<file path="src/mtd_map.svh">
// constants for the byte-transfer decode and execute block
`ifndef MTD_MAP_SVH
`define MTD_MAP_SVH

// ----------------------------------------------------------------
// opcodes
// ----------------------------------------------------------------
`define MTD_OP_ST_DIR   8'h45
`define MTD_OP_ST_IXO   8'h46
`define MTD_OP_ST_EXT   8'h61
`define MTD_OP_ST_EPI   8'h47
`define MTD_OPH_ST_REG  5'h09
`define MTD_OP_LD_IMM   8'h04
`define MTD_OP_LD_DIR   8'h05
`define MTD_OP_LD_IXO   8'h06
`define MTD_OP_LD_EXT   8'h60
`define MTD_OP_LD_ACC   8'h92
`define MTD_OP_LD_EPI   8'h07
`define MTD_OPH_LD_REG  5'h01
`define MTD_OP_MI_DIR   8'h85
`define MTD_OP_MI_IXO   8'h86
`define MTD_OP_MI_EPI   8'h87

// ----------------------------------------------------------------
// byte counts and instruction cycle counts
// ----------------------------------------------------------------
`define MTD_NB_1        2'h1
`define MTD_NB_2        2'h2
`define MTD_NB_3        2'h3
`define MTD_CY_1        3'h1
`define MTD_CY_2        3'h2
`define MTD_CY_3        3'h3
`define MTD_CY_4        3'h4
`define MTD_CY_5        3'h5
`define MTD_CY_MAX      3'h7

// ----------------------------------------------------------------
// instruction cycle dividers, in oscillator periods; MTD_DIV_SUB in subclock periods
// ----------------------------------------------------------------
`define MTD_DIV_G0      7'h04
`define MTD_DIV_G1      7'h08
`define MTD_DIV_G2      7'h10
`define MTD_DIV_G3      7'h40
`define MTD_DIV_SUB     7'h02

// ----------------------------------------------------------------
// layout
// ----------------------------------------------------------------
`define MTD_BANK_BASE   8'h01
`define MTD_CCR_N       3
`define MTD_CCR_Z       2
`define MTD_SEL_IX      2'h0
`define MTD_SEL_EP      2'h1
`define MTD_SEL_SP      2'h2
`define MTD_SEL_PS      2'h3

`endif

</file>
<file path="src/mtd_pkg.sv">
// types shared by the byte-transfer decode and execute block
package mtd_pkg;

  typedef enum logic [1:0] {K_NONE, K_LD, K_ST, K_MI} mtd_kind_t;
  typedef enum logic [2:0] {
    M_IMM, M_DIR, M_IXO, M_EXT, M_ACC, M_EPI, M_REG
  } mtd_mode_t;
  typedef enum logic [2:0] {
    S_IDLE, S_FETCH, S_DEC, S_OPND, S_ADDR, S_MEM, S_WAIT
  } mtd_fsm_t;

  // operand formats
  typedef logic [7:0]        mtd_dir_t;
  typedef logic [15:0]       mtd_ext_t;
  typedef struct packed {
    logic [7:0] addr;
    logic [2:0] bit_idx;
  } mtd_bitop_t;
  typedef logic [2:0]        mtd_vec_t;
  typedef logic signed [7:0] mtd_rel_t;

  typedef struct packed {
    logic [7:0] hi;
    logic [7:0] lo;
  } mtd_word_t;

  typedef struct packed {
    logic [4:0] bank;
    logic [2:0] rsv;
    logic [7:0] flags;
  } mtd_psw_t;

  typedef struct packed {
    mtd_kind_t  kind;
    mtd_mode_t  mode;
    logic [1:0] nbytes;
    logic [2:0] ncyc;
    logic [2:0] ridx;
  } mtd_dec_t;

  typedef struct packed {
    logic [15:0] addr;
    logic        rd;
    logic        wr;
    logic [7:0]  wdata;
  } mtd_mem_t;

  typedef struct packed {
    logic [6:0] cnt;
    logic       tick;
  } mtd_tick_state_t;

  typedef struct packed {
    mtd_fsm_t    fsm;
    mtd_word_t   acc;
    mtd_word_t   tmp;
    logic [15:0] ix;
    logic [15:0] ep;
    logic [15:0] sp;
    logic [15:0] pc;
    mtd_psw_t    psw;
    logic [7:0]  opcode;
    mtd_dir_t    opnd0;
    logic [7:0]  opnd1;
    logic [1:0]  ocnt;
    logic [2:0]  cyc;
    logic [7:0]  rdata;
    mtd_mem_t    mem;
    logic        done;
    logic        unsup;
  } mtd_core_state_t;

endpackage : mtd_pkg

</file>
<file path="src/mtd_core.sv">
// byte-transfer execute core: fetch, operand gather, memory access
`timescale 1ns/100ps
`default_nettype none
`include "mtd_map.svh"

module mtd_core (
  input  wire logic        SYS_CLK_I,
  input  wire logic        SRST_I,
  input  wire logic        RUN_I,
  input  wire logic        USE_SUBCLK_I,
  input  wire logic [1:0]  GEAR_SEL_I,
  input  wire logic        SUBCLK_TICK_I,
  input  wire logic        PTR_LOAD_I,
  input  wire logic [1:0]  PTR_SEL_I,
  input  wire logic [15:0] PTR_DATA_I,
  input  wire logic [7:0]  MEM_RDATA_I,
  input  wire logic        MEM_ACK_I,
  output logic      [15:0] MEM_ADDR_O,
  output logic             MEM_RD_O,
  output logic             MEM_WR_O,
  output logic      [7:0]  MEM_WDATA_O,
  output logic      [15:0] ACC_O,
  output logic      [15:0] TEMP_O,
  output logic      [15:0] IX_O,
  output logic      [15:0] EP_O,
  output logic      [15:0] SP_O,
  output logic      [15:0] PSW_O,
  output logic      [15:0] PC_O,
  output logic             INSN_DONE_O,
  output logic             UNSUPPORTED_O
);

  mtd_pkg::mtd_core_state_t st_r;
  mtd_pkg::mtd_core_state_t st_nxt;
  mtd_pkg::mtd_dec_t        dec;
  logic                     tick;
  logic [15:0]              ea;
  logic [7:0]               imm;

  // ----------------------------------------------------------------
  // submodules
  // ----------------------------------------------------------------
  mtd_tick_gen u_tick (
    .clk_i      (SYS_CLK_I),
    .srst_i     (SRST_I),
    .use_sub_i  (USE_SUBCLK_I),
    .gear_i     (GEAR_SEL_I),
    .sub_tick_i (SUBCLK_TICK_I),
    .tick_o     (tick)
  );

  mtd_decode u_dec (
    .opcode_i (st_r.opcode),
    .dec_o    (dec)
  );

  function automatic mtd_pkg::mtd_mem_t req(
    input logic [15:0] a,
    input logic        w,
    input logic [7:0]  d
  );
    mtd_pkg::mtd_mem_t m;
    m.addr  = a;
    m.rd    = !w;
    m.wr    = w;
    m.wdata = d;
    return m;
  endfunction : req

  // ----------------------------------------------------------------
  // effective address and immediate source
  // ----------------------------------------------------------------
  always_comb begin
    ea = 16'h0000;
    unique case (dec.mode)
      mtd_pkg::M_IMM: ea = 16'h0000;
      mtd_pkg::M_DIR: ea = {8'h00, st_r.opnd0};
      mtd_pkg::M_IXO: ea = st_r.ix + {8'h00, st_r.opnd0};
      mtd_pkg::M_EXT: ea = {st_r.opnd0, st_r.opnd1};
      mtd_pkg::M_ACC: ea = st_r.acc;
      mtd_pkg::M_EPI: ea = st_r.ep;
      mtd_pkg::M_REG: ea = {`MTD_BANK_BASE, st_r.psw.bank, dec.ridx};
      default:        ea = 16'h0000;
    endcase
    // the immediate is written after any address byte
    imm = (dec.mode == mtd_pkg::M_EPI) ? st_r.opnd0 : st_r.opnd1;
  end

  // ----------------------------------------------------------------
  // sequencer
  // ----------------------------------------------------------------
  always_comb begin
    st_nxt       = st_r;
    st_nxt.done  = 1'b0;
    st_nxt.unsup = 1'b0;
    if (tick && st_r.cyc != `MTD_CY_MAX) begin
      st_nxt.cyc = st_r.cyc + 3'h1;
    end
    unique case (st_r.fsm)
      mtd_pkg::S_IDLE: begin
        if (PTR_LOAD_I) begin
          unique case (PTR_SEL_I)
            `MTD_SEL_IX: st_nxt.ix  = PTR_DATA_I;
            `MTD_SEL_EP: st_nxt.ep  = PTR_DATA_I;
            `MTD_SEL_SP: st_nxt.sp  = PTR_DATA_I;
            `MTD_SEL_PS: st_nxt.psw = PTR_DATA_I;
          endcase
        end else if (RUN_I) begin
          st_nxt.cyc = 3'h0;
          st_nxt.mem = req(st_r.pc, 1'b0, 8'h00);
          st_nxt.fsm = mtd_pkg::S_FETCH;
        end
      end
      mtd_pkg::S_FETCH: begin
        if (MEM_ACK_I) begin
          st_nxt.opcode = MEM_RDATA_I;
          st_nxt.pc     = st_r.pc + 16'h0001;
          st_nxt.mem.rd = 1'b0;
          st_nxt.ocnt   = 2'h0;
          st_nxt.fsm    = mtd_pkg::S_DEC;
        end
      end
      mtd_pkg::S_DEC: begin
        st_nxt.fsm = mtd_pkg::S_OPND;
      end
      mtd_pkg::S_OPND: begin
        // one idle cycle between reads keeps each request distinct
        if (st_r.mem.rd) begin
          if (MEM_ACK_I) begin
            if (st_r.ocnt == 2'h0) begin
              st_nxt.opnd0 = MEM_RDATA_I;
            end else begin
              st_nxt.opnd1 = MEM_RDATA_I;
            end
            st_nxt.pc     = st_r.pc + 16'h0001;
            st_nxt.ocnt   = st_r.ocnt + 2'h1;
            st_nxt.mem.rd = 1'b0;
          end
        end else if (st_r.ocnt == dec.nbytes - 2'h1) begin
          st_nxt.fsm = mtd_pkg::S_ADDR;
        end else begin
          st_nxt.mem = req(st_r.pc, 1'b0, 8'h00);
        end
      end
      mtd_pkg::S_ADDR: begin
        st_nxt.fsm = mtd_pkg::S_MEM;
        unique case (dec.kind)
          mtd_pkg::K_LD: begin
            if (dec.mode == mtd_pkg::M_IMM) begin
              st_nxt.rdata = st_r.opnd0;
              st_nxt.fsm   = mtd_pkg::S_WAIT;
            end else begin
              st_nxt.mem = req(ea, 1'b0, 8'h00);
            end
          end
          mtd_pkg::K_ST: st_nxt.mem = req(ea, 1'b1, st_r.acc.lo);
          mtd_pkg::K_MI: st_nxt.mem = req(ea, 1'b1, imm);
          mtd_pkg::K_NONE: st_nxt.fsm = mtd_pkg::S_WAIT;
        endcase
      end
      mtd_pkg::S_MEM: begin
        if (MEM_ACK_I) begin
          st_nxt.rdata  = MEM_RDATA_I;
          st_nxt.mem.rd = 1'b0;
          st_nxt.mem.wr = 1'b0;
          st_nxt.fsm    = mtd_pkg::S_WAIT;
        end
      end
      mtd_pkg::S_WAIT: begin
        // the instruction ends once its count of instruction cycles ran
        if (st_r.cyc >= dec.ncyc) begin
          st_nxt.done  = 1'b1;
          st_nxt.unsup = (dec.kind == mtd_pkg::K_NONE);
          st_nxt.fsm   = mtd_pkg::S_IDLE;
          if (dec.kind == mtd_pkg::K_LD) begin
            st_nxt.tmp.lo = st_r.acc.lo;
            st_nxt.acc.lo = st_r.rdata;
            st_nxt.psw.flags[`MTD_CCR_N] = st_r.rdata[7];
            st_nxt.psw.flags[`MTD_CCR_Z] = (st_r.rdata == 8'h00);
          end
        end
      end
    endcase
  end

  always_ff @(posedge SYS_CLK_I) begin
    if (SRST_I) begin
      st_r <= '0;
    end else begin
      st_r <= st_nxt;
    end
  end

  // ----------------------------------------------------------------
  // outputs
  // ----------------------------------------------------------------
  assign MEM_ADDR_O    = st_r.mem.addr;
  assign MEM_RD_O      = st_r.mem.rd;
  assign MEM_WR_O      = st_r.mem.wr;
  assign MEM_WDATA_O   = st_r.mem.wdata;
  assign ACC_O         = st_r.acc;
  assign TEMP_O        = st_r.tmp;
  assign IX_O          = st_r.ix;
  assign EP_O          = st_r.ep;
  assign SP_O          = st_r.sp;
  assign PSW_O         = st_r.psw;
  assign PC_O          = st_r.pc;
  assign INSN_DONE_O   = st_r.done;
  assign UNSUPPORTED_O = st_r.unsup;

  // ----------------------------------------------------------------
  // checks
  // ----------------------------------------------------------------
  logic [15:0]            pc_start;
  mtd_pkg::mtd_word_t     snap_acc;
  mtd_pkg::mtd_word_t     snap_tmp;
  logic [7:0]             snap_flags;

  always_ff @(posedge SYS_CLK_I) begin
    if (st_r.fsm == mtd_pkg::S_IDLE) begin
      pc_start <= st_r.pc;
    end
    if (st_r.fsm == mtd_pkg::S_DEC) begin
      snap_acc   <= st_r.acc;
      snap_tmp   <= st_r.tmp;
      snap_flags <= st_r.psw.flags;
    end
  end
endmodule : mtd_core
`default_nettype wire

</file>
<file path="src/mtd_decode.sv">
// opcode decoder for the byte-transfer group
`timescale 1ns/100ps
`default_nettype none
`include "mtd_map.svh"

module mtd_decode (
  input  wire logic [7:0]   opcode_i,
  output mtd_pkg::mtd_dec_t dec_o
);

  function automatic mtd_pkg::mtd_dec_t ent(
    input mtd_pkg::mtd_kind_t k,
    input mtd_pkg::mtd_mode_t m,
    input logic [1:0]         nb,
    input logic [2:0]         nc,
    input logic [2:0]         ri
  );
    mtd_pkg::mtd_dec_t d;
    d.kind   = k;
    d.mode   = m;
    d.nbytes = nb;
    d.ncyc   = nc;
    d.ridx   = ri;
    return d;
  endfunction : ent

  // ----------------------------------------------------------------
  // decode table
  // ----------------------------------------------------------------
  always_comb begin
    logic [2:0] ri;
    ri    = opcode_i[2:0];
    // anything outside the group is skipped as a one-byte, one-cycle op
    dec_o = ent(mtd_pkg::K_NONE, mtd_pkg::M_IMM, `MTD_NB_1, `MTD_CY_1, ri);
    if (opcode_i[7:3] == `MTD_OPH_ST_REG) begin
      dec_o = ent(mtd_pkg::K_ST, mtd_pkg::M_REG, `MTD_NB_1, `MTD_CY_3, ri);
    end else if (opcode_i[7:3] == `MTD_OPH_LD_REG) begin
      dec_o = ent(mtd_pkg::K_LD, mtd_pkg::M_REG, `MTD_NB_1, `MTD_CY_3, ri);
    end else begin
      unique case (opcode_i)
        `MTD_OP_ST_DIR: dec_o = ent(mtd_pkg::K_ST, mtd_pkg::M_DIR,
                                    `MTD_NB_2, `MTD_CY_3, ri);
        `MTD_OP_ST_IXO: dec_o = ent(mtd_pkg::K_ST, mtd_pkg::M_IXO,
                                    `MTD_NB_2, `MTD_CY_4, ri);
        `MTD_OP_ST_EXT: dec_o = ent(mtd_pkg::K_ST, mtd_pkg::M_EXT,
                                    `MTD_NB_3, `MTD_CY_4, ri);
        `MTD_OP_ST_EPI: dec_o = ent(mtd_pkg::K_ST, mtd_pkg::M_EPI,
                                    `MTD_NB_1, `MTD_CY_3, ri);
        `MTD_OP_LD_IMM: dec_o = ent(mtd_pkg::K_LD, mtd_pkg::M_IMM,
                                    `MTD_NB_2, `MTD_CY_2, ri);
        `MTD_OP_LD_DIR: dec_o = ent(mtd_pkg::K_LD, mtd_pkg::M_DIR,
                                    `MTD_NB_2, `MTD_CY_3, ri);
        `MTD_OP_LD_IXO: dec_o = ent(mtd_pkg::K_LD, mtd_pkg::M_IXO,
                                    `MTD_NB_2, `MTD_CY_4, ri);
        `MTD_OP_LD_EXT: dec_o = ent(mtd_pkg::K_LD, mtd_pkg::M_EXT,
                                    `MTD_NB_3, `MTD_CY_4, ri);
        `MTD_OP_LD_ACC: dec_o = ent(mtd_pkg::K_LD, mtd_pkg::M_ACC,
                                    `MTD_NB_1, `MTD_CY_3, ri);
        `MTD_OP_LD_EPI: dec_o = ent(mtd_pkg::K_LD, mtd_pkg::M_EPI,
                                    `MTD_NB_1, `MTD_CY_3, ri);
        `MTD_OP_MI_DIR: dec_o = ent(mtd_pkg::K_MI, mtd_pkg::M_DIR,
                                    `MTD_NB_3, `MTD_CY_4, ri);
        `MTD_OP_MI_IXO: dec_o = ent(mtd_pkg::K_MI, mtd_pkg::M_IXO,
                                    `MTD_NB_3, `MTD_CY_5, ri);
        `MTD_OP_MI_EPI: dec_o = ent(mtd_pkg::K_MI, mtd_pkg::M_EPI,
                                    `MTD_NB_2, `MTD_CY_4, ri);
        default: ;
      endcase
    end
  end

endmodule : mtd_decode
`default_nettype wire

</file>
<file path="src/mtd_tick_gen.sv">
// instruction cycle enable generator
`timescale 1ns/100ps
`default_nettype none
`include "mtd_map.svh"

module mtd_tick_gen (
  input  wire logic       clk_i,
  input  wire logic       srst_i,
  input  wire logic       use_sub_i,
  input  wire logic [1:0] gear_i,
  input  wire logic       sub_tick_i,
  output logic            tick_o
);

  mtd_pkg::mtd_tick_state_t st_r;
  mtd_pkg::mtd_tick_state_t st_nxt;

  // ----------------------------------------------------------------
  // divider
  // ----------------------------------------------------------------
  always_comb begin
    logic [6:0] div;
    div = `MTD_DIV_G0;
    if (use_sub_i) begin
      div = `MTD_DIV_SUB;
    end else begin
      unique case (gear_i)
        2'h0: div = `MTD_DIV_G0;
        2'h1: div = `MTD_DIV_G1;
        2'h2: div = `MTD_DIV_G2;
        2'h3: div = `MTD_DIV_G3;
      endcase
    end
    st_nxt      = st_r;
    st_nxt.tick = 1'b0;
    // subclock periods arrive as enables; main periods are every clock
    if (!use_sub_i || sub_tick_i) begin
      if (st_r.cnt >= div - 7'h01) begin
        st_nxt.cnt  = 7'h00;
        st_nxt.tick = 1'b1;
      end else begin
        st_nxt.cnt = st_r.cnt + 7'h01;
      end
    end
  end

  always_ff @(posedge clk_i) begin
    if (srst_i) begin
      st_r <= '0;
    end else begin
      st_r <= st_nxt;
    end
  end

  assign tick_o = st_r.tick;
endmodule : mtd_tick_gen
`default_nettype wire
</file>
<file path="config.mk">
export PLATFORM = sky130hd
export DESIGN_NAME = mtd_core
export DESIGN_NICKNAME = d
export VERILOG_FILES = /design/src/mtd_pkg.sv /design/src/mtd_core.sv /design/src/mtd_decode.sv /design/src/mtd_tick_gen.sv
export VERILOG_INCLUDE_DIRS = /design/src
export SDC_FILE = /design/constraint.sdc
export NUM_CORES = 1
export LEC_CHECK = 0
export ABC_AREA = 1
export BUFFER_PORTS_ARGS = -buffer_cell sky130_fd_sc_hd__buf_2
export CAP_MARGIN = 20
export CELL_PAD_IN_SITES_DETAIL_PLACEMENT = 1
export CELL_PAD_IN_SITES_GLOBAL_PLACEMENT = 1
export CORE_MARGIN = 10
export CORE_UTILIZATION = 44
export CTS_BUF_LIST = sky130_fd_sc_hd__clkbuf_8
export CTS_CLUSTER_SIZE = 25
export DETAILED_ROUTE_END_ITERATION = 7
export GPL_ROUTABILITY_DRIVEN = 0
export GPL_TIMING_DRIVEN = 0
export PLACE_DENSITY_LB_ADDON = 0.1
export SYNTH_ARGS = -nofsm -noshare
export SYNTH_HDL_FRONTEND = slang
export SYNTH_SLANG_ARGS = --single-unit
</file>
<file path="constraint.sdc">
create_clock -name SYS_CLK_I -period 3.5 [get_ports SYS_CLK_I]
set_input_delay 0.7 -clock SYS_CLK_I [delete_from_list [all_inputs] [get_ports SYS_CLK_I]]
set_output_delay 0.7 -clock SYS_CLK_I [all_outputs]
set_load 0.05 [all_outputs]
</file>
Word-level counts from Yosys, hierarchy flattened. Cells that the tools add are included. Widths: inputs -> output; s select.

Memory bits (read-only): 0. Word-level logic and storage cells: 182. Output and inout bits: 140. Memory bits (writable): 0. Memories: 0. Latch bits: 0. Input port bits: 35. Register bits after elaboration: 172.

Shift operators: 0. Reduce and logical (&&, ||, !) cells: 35. Order comparisons: 2. $mul: 0. Equality and inequality tests: 55. $add $sub $neg: 7. Bitwise operators: 4. Div/mod/pow operators: 0. Mux-type cells: 54.

Operators by type and width (count): $pmux 13 s13 (1); $mux 26 (4); $pmux 16 s6 (1); $pmux 26 s3 (1); $mux 16 (3); $pmux 16 s3 (1); $eq 8x7->1 const B (5); $mux 3 (11); $eq 8x3->1 const B (4); $eq 8x8->1 const B (4); $mux 8 (4); $pmux 16 s2 (1); $ne 2x2->1 const B (14); $pmux 7 s4 (1); $mux 13 (2); $pmux 8 s3 (1); $pmux 3 s7 (1); $reduce_and 7->1 (3); $eq 3x3->1 const B (6); $add 16x1->16 const B (1); $add 16x8->16 (1); $pmux 8 s2 (1); $reduce_and 4->1 (4); $reduce_and 3->1 (5); 41 further kinds (77).

Depth between registers and ports, before layout. Gate-level depths: netlist of the first run.

Depth after elaboration: 9. Gate-level depth with buffers: 19. Mapped depth without buffers: 19.

Modules after synthesis. Synthesis of the first run repeated with hierarchy kept, for this count alone.

Cell total of the unflattened synthesis: 1404. Area total of the unflattened synthesis: 9793.1 sq um.

Modules (own cells, without submodules): mtd_core (times used 1, area each 8793.4 sq um, cells each 1228, sequential area each 3283.1 sq um); mtd_tick_gen (times used 1, area each 545.5 sq um, cells each 76, sequential area each 160.2 sq um); mtd_decode (times used 1, area each 454.2 sq um, cells each 100, sequential area each 0.0 sq um).

Worst setup path before layout of the first run. No wires, ideal clock.

Path type: register -> register. Start: register st_r[63] (netlist name). End: register st_r, in the netlist ACC_O[5]. Cell stages (with the launch flop): 20. Data required time: 3.372 ns. Buffers on the path: 1. Setup slack: 1.104 ns. Setup time: 0.128 ns. Period minus slack after synthesis: 2.396 ns. Arrival: 2.268 ns. Path through: dfxtp_1 inv_1 nand2_1 nor2_1 nand2_1 nand2_1 nor2_1 nand2_2 nor2_4 nor2_1 nand3_1 ha_1 nand3_1 o211ai_1 nand2_1 inv_1 nand3_1 clkbuf_1 o21ai_0 a21oi_1.

Word-level cells in the longest chain between the ends: 6. Elaborated cells on any way between the ends: 21. Classes of those cells: order compare (1); eq/ne (16); mux (3); reduce/logical (1).

RTL lines: start: declaration (RTL line mtd_core.sv:33) `mtd_pkg::mtd_core_state_t st_r;`; start signal: assignment (RTL line mtd_core.sv:190) `st_r <= st_nxt;`; $eq 8x8->1 (tied with other cells); $pmux 13 s13 (RTL line mtd_decode.sv:40) `unique case (opcode_i)`; $mux 13 (RTL line mtd_decode.sv:37) `` end else if (opcode_i[7:3] == `MTD_OPH_LD_REG) begin ``; $mux 13 (*) (RTL line mtd_decode.sv:35) `` if (opcode_i[7:3] == `MTD_OPH_ST_REG) begin ``; $ge 3x3->1 / $eq 2x1->1 (equally long branches) (RTL line mtd_core.sv:171, mtd_core.sv:175); $reduce_and 3->1 (no source line) (*).

Every way passes the cells marked *; elsewhere a longest branch is shown, timed or not. A chain may end at the register's enable or synchronous reset.

Worst setup path after layout of the first run.
Start: register st_r[64] (netlist name). End: register st_r, in the netlist PSW_O[3].

Word-level cells in the longest chain between the ends: 7. Elaborated cells on any way between the ends: 23. Classes of those cells: order compare (1); eq/ne (18); mux (3); reduce/logical (1).

RTL lines (RTL line): $eq 8x8->1 (tied with other cells); $pmux 13 s13 (mtd_decode.sv:40); $mux 13 (mtd_decode.sv:37); $mux 13 (*) (mtd_decode.sv:35); $ge 3x3->1 / $eq 2x1->1 (equally long branches) (mtd_core.sv:171, mtd_core.sv:175); $ne 2x2->1 (no source line); $reduce_and 5->1 (no source line) (*).

Marked as above.

==> results of run 1 <==
## per-layer routing
metal  global-route usage, %  up-vias  routed length (µm)
met1                    30.2     4812               15300
met5                       0        -                   0
li1                        -     4996                   -
met3                    4.53       55                1870
met4                    9.65        0                1140
met2                    41.2      241               16700
## sequential cells by signal, indices dropped and copies added, names as in the netlist
register       flops
st_r              40
EP_O              16
IX_O              16
MEM_ADDR_O        16
PC_O              16
PSW_O             16
SP_O              16
ACC_O              8
MEM_WDATA_O        8
TEMP_O             8
u_tick.st_r        7
INSN_DONE_O        1
MEM_RD_O           1
MEM_WR_O           1
UNSUPPORTED_O      1
u_tick.tick_o      1
## synth_stat cells (all sizes together)
cell	instances
xor2	11
xnor2	6
or2	1
conb	2
o21a	3
buf	146
o21ai	144
o211ai	8
nor2	258
a211oi	4
nand4	17
o221ai	1
ha	22
o21ba	1
nand3b	3
o22ai	10
inv	146
nand3	70
fa	1
nor4	3
a21oi	94
a31oi	8
nand2	301
o21bai	1
nor3	13
clkbuf	38
dfxtp	172
## power by group
part	internal (µW)	switching [µW]	total (µW)
Clock	603	886	1490
Sequential	2230	238	2470
Combinational	956	2180	3130
## cell type report
type / count / area [µm²] / area share (%)
Timing Repair Buffer: 157 / 786 / 6.84
Buffer: 184 / 1230 / 10.7
Multi-Input combinational cell: 997 / 4730 / 41.1
Clock inverter: 14 / 171 / 1.49
Clock buffer: 17 / 234 / 2.04
Inverter: 146 / 548 / 4.77
Sequential cell: 172 / 3440 / 30.0
Tap cell: 280 / 350 / 3.05
## worst max-delay path, stage by stage, from the launching register on
cell and delay [ns]:
dfxtp_1 0.37, inv_1 0.12, nand2_1 0.08, nor2_1 0.27, nand2_1 0.17, nand2_1 0.14, nor2_1 0.07, nand2_2 0.08
nor2_4 0.05, nor2_1 0.08, nand3_1 0.08, ha_1 0.29, nand3_1 0.06, o211ai_1 0.14, nand2_1 0.09, inv_1 0.11
nand3_1 0.30, nand2_1 0.27, o21ai_0 0.14, a31oi_1 0.24
## layout by cell type (no fill, tap or decap), types with 3 or more instances in the layout
cell type  instances
buf_4            138
o21a_1             3
a21oi_1           94
nor2_1           249
o211ai_1           8
nand4_1           17
buf_2            161
nor2_4             3
conb_1            17
nand2_2            9
nor3_1            12
inv_8              5
clkinv_4           3
a211oi_1           4
xor2_1            11
nand2_1          290
nand3_2            3
dfxtp_1          172
o21ai_0          141
nand3_1           66
a31oi_1            8
inv_1            140
inv_2              6
nor2_2             6
nor4_1             3
xnor2_1            6
inv_6              3
clkbuf_8          17
ha_1              22
o22ai_1           10
nand3b_1           3
clkbuf_1          38
o21ai_1            3
## cells by family (layout without fill, tap and decap cells)
logic type,after synthesis,count (layout),share of synthesized area (%)
and+or+nand+nor,666,666,28.1
AOI/OAI and AO/OA,274,274,14.6
adders and majority gates,23,23,2.99
xor gates and xnor gates,17,17,1.51
other,2,17,0.0759
DFF,172,172,34.8
buffers and inverters,330,518,18.0
## per-stage QoR
step	hold slack (ns)	util, %	std cells
floorplan	0.424	-	1499
global placement	0.435	50.5	1936
detailed placement	0.440	50.5	1936
CTS	0.459	52.3	1967
global route	0.479	52.3	1967
finish	0.454	52.3	1967
## path summary, 6_finish.rpt
kind	slack [ns]	cells past startpoint	endpoint	from
hold reg to reg	0.45	2	TEMP_O[5]	TEMP_O[5]
setup reg to reg	0.27	19	PSW_O[3]	st_r[64]
hold / removal	0.45	2	TEMP_O[5]	TEMP_O[5]
setup / recovery	0.27	19	PSW_O[3]	st_r[64]
==> summary.md, run 1 <==
| Metric | Value |
|---|---|
| Total negative slack | 0 ns |
| Pre-CTS WS | 0.334 ns |
| Initial antenna violation count | 0 |
| Total number of vias | 10100 |
| Status | complete, no violations |
| Fin crit period | 3.23 ns |
| Share of the synthesized area in the top cell type | 34.8% |
| DR DRC count | 0 |
| Ranking of synthesized cells by area | dfxtp_1 (35%), nand2_1 (11%), buf_4 (10%) |
| DP HPWL | 28200 µm |
| Flops & latches, synth | 172 |
| Ant. Diodes | 0 |
| Skew final | 0.0230 ns |
| Syn Std Cell Area | 9890 µm² |
| Final hold violations | 0 |
| Avg Synthesized Cell Area | 6.66 µm² |
| Startpoint types | flip-flop |
| RSZ-0062 raised after global routing | false |
| Peak supply drop | 0.464 mV |
| LEAKAGE | 0.00584 µW |
| Vias per inst | 5.14 |
| First-pass GRT wire length | 56000 µm |
| Pwr Total | 7090 µW |
| Inserted Clock Buffers | 17 |
| Die area | 28900 µm² |
| Worst-path clk slew | 0.11 ns |
| Largest area contributor in the netlist | dfxtp_1 |
| F_max | 310 MHz |
| Placed inst area | 11100 µm² |
| Cell variety after synth | 39 |
| PortBufs | 157 |
| Post-Route WL | 35000 µm |
| Post-CTS Hold Fix Bufs | 0 |
| Die height | 170 µm |
| Post-layout nets | 1733 |
| Cells after synthesis | 1484 |
| Router iterations before antenna repair | 5 |
| Pwr Density | 617 nW/µm² |
| CP required | 3.91 ns |
| Share of cells above drive strength 1 | 21.6% |
| Initial Util | 45.0% |
| Post-CTS Setup Bufs | 0 |
| Clk_lat worst skew | 0.50 ns |
| Std cell rows | 54 |
| CTS resizes | 0 |
| Setup ws final | 0.275 ns |
| Die width | 170 µm |
| Final period utilization | 92.2% |
| Maximum buffer depth of the clock tree | 2 |
| DR iter-0 viols | 718 |
| Critical path peak fanout | 6 |
| GRT Overall Usage | 24.4% |
| Worst Path Class, Setup | flip-flop to flip-flop |
| I/O pin total | 175 |
| Routed Antenna Nets | 0 |
| Syn. warnings | 0 |
| CTS Root Cell | clkbuf_8 |
| Headroom to the max-slew limit | 43.4% |
| Core Area | 22000 µm² |
| Setup crit end kind | flip-flop |
| Htree depth | 4 |
| Layout area overhead | 16.2% |
| FILL cells | 3084 |
| Clock tree sinks | 172 |
| Post-synthesis sequential area ratio | 34.8% |
| CP arrival | 3.63 ns |
| GRT overflow | 0 |
| Max_cap viols | 0 |
| Wire per inst | 17.8 µm |
| Measured slew at the worst slew-check pin | 0.849 ns |
| Max Slew Vio Count | 0 |
| Largest net degree at the start of global routing | 19 |
| Final instance area | 11500 µm² |
| Setup Viol. Count Final | 0 |
| CTS tree | yes |
| Class of the worst hold path | flip-flop to flip-flop |
| Vias in the first global route | 10400 |
No activity file was read; power rests on OpenSTA's default activity.
==> inputs of run 2 (changes only) <==
- CELL_PAD_IN_SITES_GLOBAL_PLACEMENT: 1 -> 2
- CORE_UTILIZATION: 44 -> 34
==> run 2 against run 1 <==
Utilization fell by 12 points. Flip-flop and latch count unchanged. Critical path depth is 3 lower. Sequential share of layout area decreased by 0.38 points. Via count is 2.4% lower.
==> summary.md, run 2 (synthesis gave the netlist of run 1 again) <==
| Metric | Value |
|---|---|
| Status | complete, no violations (unchanged) |
| Die area | 36300 µm² (was 28900 µm²) |
| Post-Place Cells | 2040 (was 1936) |
| Post-Route WL | 37300 µm (was 35000 µm) |
| Max reg flops | 40 (unchanged) |
| Share of cells above drive strength 1 | 21.8% (was 21.6%) |
| Htree depth | 4 (unchanged) |
| Ant. Diodes | 0 (unchanged) |
| Post-CTS Setup Bufs | 0 (unchanged) |
| DP HPWL | 30000 µm (was 28200 µm) |
| Clock tree sinks | 172 (unchanged) |
| Final period utilization | 89.8% (was 92.2%) |
| Std cell rows | 62 (was 54) |
| Post-layout nets | 1733 (unchanged) |
| Delay-heaviest family, CP | simple AND/OR/NAND/NOR gates (unchanged) |
| CTS tree | yes (unchanged) |
| Inserted Clock Buffers | 17 (unchanged) |
| Vias per inst | 4.76 (was 5.14) |
| CTS resizes | 0 (unchanged) |
| Post-CTS Hold Fix Bufs | 0 (unchanged) |
| Measured slew at the worst slew-check pin | 0.894 ns (was 0.849 ns) |
| Final hold violations | 0 (unchanged) |
| Pwr Density | 616 nW/µm² (was 617 nW/µm²) |
| R2R depth | 16 (was 19) |
| Die width | 191 µm (was 170 µm) |
| FF-to-FF Start | st_r[63] (was st_r[64]) |
| F_max | 318 MHz (was 310 MHz) |
| Setup crit end kind | flip-flop (unchanged) |
| Core Area | 28700 µm² (was 22000 µm²) |
| PortBufs | 157 (unchanged) |
| DR iter-0 viols | 532 (was 718) |
| Max Slew Vio Count | 0 (unchanged) |
| Startpoint types | flip-flop (unchanged) |
| CP required | 3.87 ns (was 3.91 ns) |
| Max_cap viols | 0 (unchanged) |
| Worst path most repeated cell | inv_1 (was nand2_1) |
| GRT Overall Usage | 20.5% (was 24.4%) |
| Reg-to-reg slack, setup | 0.36 ns (was 0.27 ns) |
| Largest stage delay on the critical path | 0.41 ns (was 0.37 ns) |
| Total number of vias | 9862 (was 10100) |
| Initial antenna violation count | 0 (unchanged) |
| Vias in the first global route | 10100 (was 10400) |
| Class of the worst hold path | flip-flop to flip-flop (unchanged) |
| Critical path peak fanout | 10 (was 6) |
| Worst-path clk slew | 0.10 ns (was 0.11 ns) |
| Peak supply drop | 0.461 mV (was 0.464 mV) |
| Hold endpoint | TEMP_O[0] (was TEMP_O[5]) |
| Fin cells | 2072 (was 1967) |
| Util after Layout | 40.5% (was 52.3%) |
| I/O pin total | 175 (unchanged) |
| DR DRC count | 0 (unchanged) |
| FILL cells | 3831 (was 3084) |
| Clk_lat worst skew | 0.49 ns (was 0.50 ns) |
| LEAKAGE | 0.00585 µW (was 0.00584 µW) |
| Die height | 191 µm (was 170 µm) |
| Setup Viol. Count Final | 0 (unchanged) |
| Wire per inst | 18.0 µm (was 17.8 µm) |
| RSZ-0062 raised after global routing | false (unchanged) |
| Skew final | 0.0157 ns (was 0.0230 ns) |
| CP max stage cell | dfxtp_1 (unchanged) |
| Fin crit period | 3.14 ns (was 3.23 ns) |
| Worst Path Class, Setup | flip-flop to flip-flop (unchanged) |
| Hold Slack | 0.453 ns (was 0.454 ns) |
| CP Cell Sequence | inv_1 -> nor2_2 -> nand3_2 -> nand2_2 -> inv_2 -> nand2_1 -> inv_1 -> nand3_1 -> ha_1 -> nand3_1 -> o211ai_1 -> nand2_1 -> inv_1 -> nand3_2 -> clkbuf_1 -> a21oi_1 (was inv_1 -> nand2_1 -> nor2_1 -> nand2_1 -> nand2_1 -> nor2_1 -> nand2_2 -> nor2_4 -> nor2_1 -> nand3_1 -> ha_1 -> nand3_1 -> o211ai_1 -> nand2_1 -> inv_1 -> nand3_1 -> nand2_1 -> o21ai_0 -> a31oi_1) |
| Largest net degree at the start of global routing | 17 (was 19) |
| First-pass GRT wire length | 58200 µm (was 56000 µm) |
| Commonest cells after routing, fill and taps aside | nand2_1 (290), nor2_1 (249), dfxtp_1 (172), buf_2 (162) (was nand2_1 (290), nor2_1 (249), dfxtp_1 (172), buf_2 (161), o21ai_0 (141)) |
| Layout area overhead | 17.7% (was 16.2%) |
| GRT overflow | 0 (unchanged) |
| Headroom to the max-slew limit | 40.4% (was 43.4%) |
| CP arrival | 3.51 ns (was 3.63 ns) |
| Maximum buffer depth of the clock tree | 2 (unchanged) |
| Initial Util | 34.5% (was 45.0%) |
| CTS Root Cell | clkbuf_8 (unchanged) |
| Total negative slack | 0 ns (unchanged) |
| Commonest non-fill, non-tap cell in the layout | nand2_1 (unchanged) |
| Reg2Reg Capture Point | ACC_O[4] (was PSW_O[3]) |
| Routed Antenna Nets | 0 (unchanged) |
| Hold path startpoint | TEMP_O[0] (was TEMP_O[5]) |
| WHS Path Cells | 2 (unchanged) |
| Critical path buffer and inverter count | 5 (was 2) |
| Register with the most flip-flops | st_r (unchanged) |
| Router iterations before antenna repair | 7 (was 5) |
-- run 2: cell types whose count changed in the layout (fill, tap and decap cells not counted), moves of 2 or more --
cell / previous run / this run
clkinv_8: 2 / 0
clkbuf_1: 38 / 36
clkbuf_8: 17 / 19
inv_8: 5 / 2
-- run 2: worst max-delay path by stage --
stage / start / to / slack [ns] / depth (start not counted)
after floorplan: st_r[63] / ACC_O[5] / 1.10 / 19
after global placement: st_r[63] / TEMP_O[7] / 0.25 / 17
after detailed placement: st_r[63] / TEMP_O[7] / 0.22 / 17
after CTS: st_r[63] / TEMP_O[7] / 0.19 / 17
after global routing: st_r[64] / ACC_O[5] / 0.09 / 19
final: st_r[63] / ACC_O[4] / 0.36 / 16
-- run 2: layout make-up --
type	count	area (µm²)	share of cell area (%)
multi-input cells	997	4730	40.7
flip-flops and latches	172	3440	29.6
clock inverters	13	155	1.33
repair buffers	157	786	6.75
clock buffers	19	262	2.25
plain buffers	184	1230	10.6
inverters	146	548	4.71
well taps	384	480	4.13
-- run 2: layer usage --
layer  vias to the layer above  routed length [µm]  global-route usage, %
li1                       4983                   -                      -
met1                      4687               17200                   26.4
met2                       170               18100                   35.0
met3                        22                1570                   3.68
met4                         0                 446                   4.42
met5                         -                   0                      0
-- run 2: per-stage QoR --
step                      area, µm²  setup WS (ns)  power [µW]
after global placement        11200          0.255        5620
after detailed placement      11200          0.225        5660
after floorplan                9950           1.10        4810
final                         11600          0.357        7160
after CTS                     11600          0.188        7220
after global routing          11600         0.0902        7660
-- run 2: where the power goes --
part	internal, µW	switching [µW]
registers	2230	234
clock network	691	866
logic	956	2180
-- run 2: worst min-delay path, cell delays in order, from the launching register on --
cell and delay [ns]:
dfxtp_1 0.32, inv_1 0.05, a21oi_1 0.05
